File: src/hdl/qtic_pkg.sv
// Purpose: Constants for the Q-channel trim and interleave control register bank.
// Assumes: APB slave, 32-bit data, printed register indices times four give byte addresses.
// Notes: All registers are write-only; reads return zero.
package qtic_pkg;
    // ****************************************************************
    // Register map
    // ****************************************************************
    localparam logic [3:0] QTIC_IDX_OFFSET = 4'ha;
    localparam logic [3:0] QTIC_IDX_GAIN = 4'hb;
    localparam logic [3:0] QTIC_IDX_ILV = 4'hd;
    localparam logic [7:0] QTIC_ADDR_OFFSET = {2'h0, QTIC_IDX_OFFSET, 2'h0};
    localparam logic [7:0] QTIC_ADDR_GAIN = {2'h0, QTIC_IDX_GAIN, 2'h0};
    localparam logic [7:0] QTIC_ADDR_ILV = {2'h0, QTIC_IDX_ILV, 2'h0};
    localparam int QTIC_ADDR_W = 8;
    localparam int QTIC_REG_W = 16;
    // ****************************************************************
    // Reset values and fields
    // ****************************************************************
    localparam logic [15:0] QTIC_RST_OFFSET = 16'h007f;
    localparam logic [15:0] QTIC_RST_GAIN = 16'h807f;
    localparam logic [15:0] QTIC_RST_ILV = 16'h3fff;
    localparam int QTIC_OFS_MAG_LSB = 8;
    localparam int QTIC_OFS_SIGN_BIT = 7;
    localparam int QTIC_GAIN_LSB = 7;
    localparam int QTIC_ILV_EN_BIT = 15;
    localparam int QTIC_ILV_ACP_BIT = 14;
    localparam logic [8:0] QTIC_GAIN_MID = 9'h100;
    // Analog meaning of the codes, for downstream trim converters.
    localparam int QTIC_OFS_FULL_UV = 45000;
    localparam int QTIC_FS_MIN_MV = 560;
    localparam int QTIC_FS_NOM_MV = 700;
    localparam int QTIC_FS_MAX_MV = 840;
endpackage : qtic_pkg

File: src/hdl/qtic_trim_reg.sv
// Purpose: One write-only 16-bit trim register with a reset value.
// Assumes: Write strobe is a single-cycle pulse.
// Notes: Shared by all three registers of the bank.
`timescale 1ns/100ps
module qtic_trim_reg
    import qtic_pkg::*;
#(
    parameter logic [15:0] RST_VAL = 16'h0000
)
(
    input wire logic clk, // Clock.
    input wire logic rst_n, // Asynchronous reset, active low.
    input wire logic wrEn, // Write strobe.
    input wire logic [15:0] wrData, // Data to store.
    output logic [15:0] value // Stored value.
);
    typedef struct packed {
        logic [15:0] value;
    } qtic_reg_state_t;

    qtic_reg_state_t state;
    qtic_reg_state_t next_state;

    always_comb
    begin
        next_state = state;
        if (wrEn)
        begin
            next_state.value = wrData;
        end
    end

    always_ff @(posedge clk or negedge rst_n)
    begin
        if (!rst_n)
        begin
            state.value <= RST_VAL;
        end
        else
        begin
            state <= next_state;
        end
    end

    assign value = state.value;
endmodule : qtic_trim_reg

File: src/hdl/qtic_ctrl.sv
// Purpose: Q-channel offset and gain trim plus interleave control registers on APB.
// Assumes: Single clock at 100 MHz; the analog trim circuits consume the decoded outputs.
// Notes: Registers are write-only; reads complete with zero data, and with no error only at a mapped address.
//
// Overview of operation
// Offset magnitude taken from bits 15:8.
// Code 00h zero, FFh about 45 mV.
// Bit 7 selects negative offset direction.
// Offset magnitude resets to zero.
// Software writes ones to unused bits.
// Gain code taken from bits 15:7.
// Gain codes span 560 to 840 mV.
// Software keeps gain code in recommended range.
// New gain applies without recalibration.
// Gain code resets to mid code.
// Interleave bit selects dual-edge sampling.
// Auto phase ignores manual delays.
// Manual phase uses coarse/fine delay values.
// Software should prefer automatic phase.
// Interleave and auto phase reset cleared.
// Registers are write-only, read zero.
`timescale 1ns/100ps
module qtic_ctrl
    import qtic_pkg::*;
(
    input wire logic clk, // Clock, 100 MHz.
    input wire logic rst_n, // Asynchronous reset, active low.
    input wire logic psel, // APB select.
    input wire logic penable, // APB access phase.
    input wire logic pwrite, // APB direction, high for write.
    input wire logic [QTIC_ADDR_W-1:0] paddr, // APB byte address.
    input wire logic [31:0] pwdata, // APB write data.
    output logic [31:0] prdata, // APB read data, always zero.
    output logic pready, // APB ready, always high.
    output logic pslverr, // APB error, high for unmapped address.
    output logic [7:0] offsetMagnitude, // Q offset magnitude code.
    output logic offsetNegative, // Q offset direction, high for negative.
    output logic [8:0] gainCode, // Q full-scale adjust code.
    output logic gainUpdate, // Pulse when a new gain code is applied.
    output logic interleave_enable, // Dual-edge interleaved sampling.
    output logic auto_phase_align, // Automatic sampling phase alignment.
    output logic manualDelayEnable // Manual coarse/fine delay in use.
);
    // ****************************************************************
    // Bus decode
    // ****************************************************************
    logic access;
    logic wrOffset;
    logic wrGain;
    logic wrIlv;
    logic mapped;
    logic [15:0] offsetReg;
    logic [15:0] gainReg;
    logic [15:0] ilvReg;

    assign access = psel && penable;
    assign mapped = (paddr == QTIC_ADDR_OFFSET) || (paddr == QTIC_ADDR_GAIN)
        || (paddr == QTIC_ADDR_ILV);
    assign wrOffset = access && pwrite && (paddr == QTIC_ADDR_OFFSET);
    assign wrGain = access && pwrite && (paddr == QTIC_ADDR_GAIN);
    assign wrIlv = access && pwrite && (paddr == QTIC_ADDR_ILV);
    // Zero-wait slave; nothing can be read back, so data is constant zero.
    assign pready = 1'b1;
    assign prdata = 32'h0000_0000;
    assign pslverr = access && !mapped;

    // ****************************************************************
    // Registers
    // ****************************************************************
    // Unused low bits are stored as written; software is expected to write ones there.
    qtic_trim_reg #(.RST_VAL(QTIC_RST_OFFSET)) uOffset (
        .clk(clk),
        .rst_n(rst_n),
        .wrEn(wrOffset),
        .wrData(pwdata[15:0]),
        .value(offsetReg)
    );

    qtic_trim_reg #(.RST_VAL(QTIC_RST_GAIN)) uGain (
        .clk(clk),
        .rst_n(rst_n),
        .wrEn(wrGain),
        .wrData(pwdata[15:0]),
        .value(gainReg)
    );

    qtic_trim_reg #(.RST_VAL(QTIC_RST_ILV)) uIlv (
        .clk(clk),
        .rst_n(rst_n),
        .wrEn(wrIlv),
        .wrData(pwdata[15:0]),
        .value(ilvReg)
    );

    // ****************************************************************
    // Decoded controls
    // ****************************************************************
    typedef struct packed {
        logic gainUpdate;
    } qtic_ctrl_state_t;

    qtic_ctrl_state_t state;
    qtic_ctrl_state_t next_state;

    // Gain takes effect directly; the pulse only lets the trim DAC latch, no recal is started.
    always_comb
    begin
        next_state = state;
        next_state.gainUpdate = wrGain;
    end

    always_ff @(posedge clk or negedge rst_n)
    begin
        if (!rst_n)
        begin
            state <= '0;
        end
        else
        begin
            state <= next_state;
        end
    end

    assign offsetMagnitude = offsetReg[QTIC_OFS_MAG_LSB +: 8];
    assign offsetNegative = offsetReg[QTIC_OFS_SIGN_BIT];
    assign gainCode = gainReg[QTIC_GAIN_LSB +: 9];
    assign gainUpdate = state.gainUpdate;
    assign interleave_enable = ilvReg[QTIC_ILV_EN_BIT];
    assign auto_phase_align = ilvReg[QTIC_ILV_ACP_BIT];
    assign manualDelayEnable = !ilvReg[QTIC_ILV_ACP_BIT];

    // ****************************************************************
    // Checks
    // ****************************************************************
    AST_OFS_WRITE: assert property (@(posedge clk) disable iff (!rst_n)
        wrOffset |=> offsetMagnitude == $past(pwdata[15:8]))
        else $error("Offset magnitude did not follow the write.");
    AST_OFS_SIGN: assert property (@(posedge clk) disable iff (!rst_n)
        wrOffset |=> offsetNegative == $past(pwdata[7]))
        else $error("Offset sign did not follow the write.");
    AST_OFS_HOLD: assert property (@(posedge clk) disable iff (!rst_n)
        !wrOffset |=> $stable(offsetMagnitude))
        else $error("Offset magnitude changed without a write.");
    AST_GAIN_WRITE: assert property (@(posedge clk) disable iff (!rst_n)
        wrGain |=> gainCode == $past(pwdata[15:7]) && gainUpdate)
        else $error("Gain code or update pulse wrong after write.");
    AST_GAIN_PULSE: assert property (@(posedge clk) disable iff (!rst_n)
        gainUpdate |=> !gainUpdate || $past(wrGain))
        else $error("Gain update pulse stretched.");
    AST_ILV_WRITE: assert property (@(posedge clk) disable iff (!rst_n)
        wrIlv |=> interleave_enable == $past(pwdata[15]))
        else $error("Interleave enable did not follow the write.");
    AST_PHASE_EXCL: assert property (@(posedge clk) disable iff (!rst_n)
        auto_phase_align != manualDelayEnable)
        else $error("Auto and manual phase both active or both idle.");
    AST_PHASE_WRITE: assert property (@(posedge clk) disable iff (!rst_n)
        wrIlv |=> manualDelayEnable == !$past(pwdata[14]))
        else $error("Manual delay select did not follow the write.");
    AST_AUTO_WRITE: assert property (@(posedge clk) disable iff (!rst_n)
        wrIlv |=> auto_phase_align == $past(pwdata[14]))
        else $error("Auto phase select did not follow the write.");
    AST_READ_ZERO: assert property (@(posedge clk) disable iff (!rst_n)
        (access && !pwrite) |-> prdata == 32'h0000_0000)
        else $error("Write-only register returned data.");
    AST_GAIN_MID_RST: assert property (@(posedge clk)
        $rose(rst_n) |-> gainCode == QTIC_GAIN_MID && !interleave_enable
            && offsetMagnitude == 8'h00)
        else $error("Reset values wrong after reset release.");
endmodule : qtic_ctrl

File: config.mk
export PLATFORM = sky130hd
export DESIGN_NAME = qtic_ctrl
export DESIGN_NICKNAME = d
export VERILOG_FILES = /design/src/hdl/qtic_pkg.sv /design/src/hdl/qtic_trim_reg.sv /design/src/hdl/qtic_ctrl.sv
export SDC_FILE = /design/constraint.sdc
export NUM_CORES = 1
export LEC_CHECK = 0
export BUFFER_PORTS_ARGS = -buffer_cell sky130_fd_sc_hd__buf_2
export CAP_MARGIN = 20
export CORE_ASPECT_RATIO = 0.75
export CORE_MARGIN = 2
export CORE_UTILIZATION = 30
export DETAILED_ROUTE_END_ITERATION = 8
export GPL_TIMING_DRIVEN = 0
export PLACE_DENSITY = 0.64
export SYNTH_ARGS = -nofsm -noshare
export SYNTH_HDL_FRONTEND = slang
export SYNTH_SLANG_ARGS = --single-unit
File: constraint.sdc
create_clock -name clk -period 2.1 [get_ports clk]
set_input_delay 0.105 -clock clk [delete_from_list [all_inputs] [get_ports clk]]
set_output_delay 0.105 -clock clk [all_outputs]
set_load 0.03 [all_outputs]
Word-level counts from Yosys, hierarchy flattened
Cells that the tools add are included.
{"block": "totals", "register_bits": 49, "latch_bits": 0, "ramBits": 0, "rom_bits": 0, "in_bits": 45, "output_inout_bits": 56, "word_cells": 17, "memories": 0}
{"block": "op_classes", "addsub": 0, "n_mul": 0, "n_div": 0, "magnitude_cmp": 0, "n_eq_ne": 3, "shifts": 0, "mux": 0, "n_bitwise": 0, "n_reduce_logical": 10}
{"operator": "$eq A8 B6 Y1 const B", "n": 3}
{"operator": "$logic_and A1 B1 Y1", "n": 6}
{"operator": "$logic_not A1 Y1", "n": 2}
{"operator": "$logic_or A1 B1 Y1", "n": 2}

Depth between registers and ports, before layout
{"block": "depth", "word_depth": 5, "depth_mapped": 4}

By module
From an unflattened synthesis, not the netlist that was laid out.
{"block": "unflattened", "cells_unflattened": 151, "hier_area_um2": 2351.0}
{"module": "qtic_trim_reg at uIlv", "n_inst": 1, "cells_per_inst": 34, "area_per_inst_um2": 666.9, "seq_area_each_um2": 417.9}
{"module": "qtic_trim_reg at uGain", "n_inst": 1, "cells_per_inst": 34, "area_per_inst_um2": 659.4, "seq_area_each_um2": 410.4}
{"module": "qtic_trim_reg at uOffset", "n_inst": 1, "cells_per_inst": 34, "area_per_inst_um2": 658.1, "seq_area_each_um2": 409.1}
{"module": "qtic_ctrl", "n_inst": 1, "cells_per_inst": 49, "area_per_inst_um2": 366.6, "seq_area_each_um2": 25.0}

Worst setup path before layout
OpenSTA, ideal clock, no wires.
{"block": "synth_timing", "path_kind": "input to register", "from": "input paddr[7]", "to": "register, netlist name uOffset.value[10]", "setup_ns": 0.125, "arrival_time_ns": 1.028, "setup_slack_ns": 0.948, "cell_stages": 3, "n_path_buf": 0, "cell_sequence": "nor4_4 nand4_2 mux2_2"}
{"block": "synth_between", "elab_chain_len": 2}
{"element": "start, declared", "line": "qtic_ctrl.sv:31", "rtl": "input wire logic [QTIC_ADDR_W-1:0] paddr,"}
{"element": "$eq A8 B6 Y1", "line": "qtic_ctrl.sv:59", "rtl": "assign wrOffset = access && pwrite && (paddr == QTIC_ADDR_OFFSET);"}
{"element": "$logic_and A1 B1 Y1", "line": "qtic_ctrl.sv:59"}
No other way between the ends.
A chain may end at the register's enable or synchronous reset.

Worst setup path in the final report
{"block": "layout_timing", "from": "input paddr[7]", "to": "register, netlist name uOffset.value[12]"}
{"block": "layout_between", "elab_chain_len": 2}
{"element": "$eq A8 B6 Y1", "line": "qtic_ctrl.sv:59"}
{"element": "$logic_and A1 B1 Y1", "line": "qtic_ctrl.sv:59"}
No other way between the ends.

==> qor.yml <==
cts-resized-gates: 0
rsz0062_at_grt: "false"
p_leak_uw: 0.0009827
maxCapViolations: 0
power_frac_seq: 0.470
drt_iter0_drc: 9
period_minus_slack_ns: 1.241
dieArea_mm2: 0.004340
worst_skew_pair.late_latency_ns: 0.25
synth_xor_area_frac: 0
start_util: 0.3134
ir_drop_mv: 0.5345
crit_path_start_kind: "input port"
hpwl_um: 1742
yosys_register_bits: 21
grt_pass1_wl_um: 3222
grt_util_all_layers: 0.09956
die_w_um: 75.41
drv_slew: 0
skew_ns: 0
postCtsHoldBufs: 1
grt_pass1_vias: 707
switching_share: 0.2994
pin_count: 101
yosys.area_share.simple: 0.1047
setup-tns-final_ns: 0
syn_area_per_cell_um2: 12.21
postRouteAntennaNets: 0
num_vias: 817
cts_buffer_depth: 2
status: "finished clean"
yosysUniqueCellTypes: 19
worst_ep_required_time_ns: 2.25
end_kind: "flop"
p_int_uw: 615.3
postSynthCellCount: 94
fin_crit_sh: 0.5909
critical_path_class: "input port to flop"
grt-ovfl-total: 0
finalWirelength_um: 2166
io_buffer_count: 44
grt_max_degree: 22
n_antenna_cell: 0
cts_buffers: 3
routed_via_density: 3.615
muxShareOfSynthArea: 0.1963
drive_above_1_share: 0.6092
cts_tree: "yes"
drc_errors: 0
synth_compound_area_frac: 0.006543
synth_area_mm2: 0.001147
fin_util: 0.4392
routabilityCongestion: 0.6511
power_frac_comb: 0.228
holdWs_ns: 0.08259
nNetsFinal: 220
htreeDepth: 1
cts.sinks: 21
powerDensity_mw_per_mm2: 546.3
switchingPower_uw: 263.0
p_clk_frac: 0.302
max_freq_mhz: 805.9
postCtsSetupRepairBufs: 0
ys_seq_area_frac: 0.4591
yosysWarnings: 0
area_delta_synth_final_pct: 40.13
synthAdderAreaFrac: 0
regToRegSetupSlack_ns: 1.34
cts_root_buf: "clkbuf_8"
clkTransAtPathRegs_ns: 0.08
min-delay-path-class: "input port to flop"
hold_viol: 0
setup_viol: 0
wl_per_cell_um: 9.584
crit_path_max_fanout: 9
core-area_mm2: 0.003661
final.fill_count: 352
power_uw: 878.3
synth_top_family_by_area: "buffers and inverters"
fp.dieH_um: 57.56
worstPathArrival_ns: 1.39
fp-row-count: 19
dr.pass1.iters: 3
antenna_found_initial: 0
[cells in the mapped netlist]
master     instances  share of area
and3b_1            1         0.0076
dfrtp_1           20           0.44
buf_4             33           0.22
and4bb_2           1          0.011
dfstp_2            1          0.023
and3_1             2          0.011
nor2_1             2         0.0065
buf_2              1         0.0044
nand3b_1           1         0.0065
o211ai_1           1         0.0065
nand4_2            1          0.011
nor2b_1            1         0.0055
nand4_1            2          0.011
nor4_4             1          0.019
conb_1             2         0.0065
nand4bb_1          1         0.0098
nor3b_1            1         0.0065
inv_1              2         0.0065
mux2_2            20           0.20
[worst paths after layout]
path                                    from                 to  depth (start not counted)
setup / recovery                    paddr[7]  uOffset.value[12]                          4
hold / removal                    pwdata[13]  uOffset.value[13]                          2
setup reg to reg              uIlv.value[14]     uIlv.value[14]                          1
hold reg to reg            uOffset.value[11]  uOffset.value[11]                          1
max in group asynchronous              rst_n    uGain.value[15]                          2
min in group asynchronous              rst_n    uGain.value[14]                          2
[metrics by stage]
step	cell area (µm²)	std cells	setup WS [ns]
after detailed placement	1549	221	0.5579
after global placement	1549	221	0.5663
final	1608	226	0.8592
after CTS	1608	226	0.8450
after global routing	1608	226	0.7931
after floorplan	1264	125	0.9478
[placed cells by master, fill, tap and decap left out]
cell type and count:
dfrtp_1 20, nor2_1 2, nor4_4 1, and3_1 2
and4bb_2 1, conb_1 33, nor3b_1 1, buf_2 45
clkbuf_8 3, nand4bb_1 1, o211ai_1 1, mux2_2 20
nand3b_1 1, nor2b_1 1, inv_1 2, nand4_2 1
dlygate4sd3_1 1, dfstp_2 1, clkinvlp_4 1, and3b_1 1
nand4_1 2, buf_4 33
[per-layer routing]
metal	global-route usage	share of wire	routed length, µm	vias to the layer above
li1	-	-	-	409
met1	0.1232	0.44	963	363
met2	0.1528	0.45	971	43
met3	0.04947	0.10	221	2
met4	0.03008	0.0046	10	0
met5	0	0	0	-
[power groups by stage]
stage	Clock (µW)	Combinational, µW	Sequential [µW]
floorplan	0	141	432
global placement	0	197	420
detailed placement	0	198	420
CTS	283	200	413
global route	288	215	413
finish	265	200	413
[worst max-delay path, stage by stage]
cell,delay [ns]
buf_2,0.12
nor4_4,0.38
nand4_2,0.39
mux2_2,0.39
[cell type report]
type                    instances  area, µm²  share of cell area
flip-flops and latches         21      526.8              0.3276
multi-input cells              68      476.7              0.2965
plain buffers                  34      252.7              0.1572
repair buffers                 45      230.2              0.1432
well taps                      52      65.06             0.04047
clock buffers                   3      41.29             0.02568
clock inverters                 1      7.507            0.004669
inverters                       2      7.507            0.004669
[kinds of logic (layout without fill, tap and decap cells)]
group / after synthesis / in the layout
buffers and inverters: 36 / 85
multiplexers: 20 / 20
AND/OR/NAND/NOR: 14 / 14
AO/OA/AOI/OAI: 1 / 1
flip-flops: 21 / 21
other: 2 / 33
[sequential cells by signal, summed over array words and instances (netlist names)]
| signal | flops |
|---|---|
| gainUpdate | 1 |
| uGain.value | 9 |
| uIlv.value | 2 |
| uOffset.value | 9 |
(Power assumes the default switching activity.)
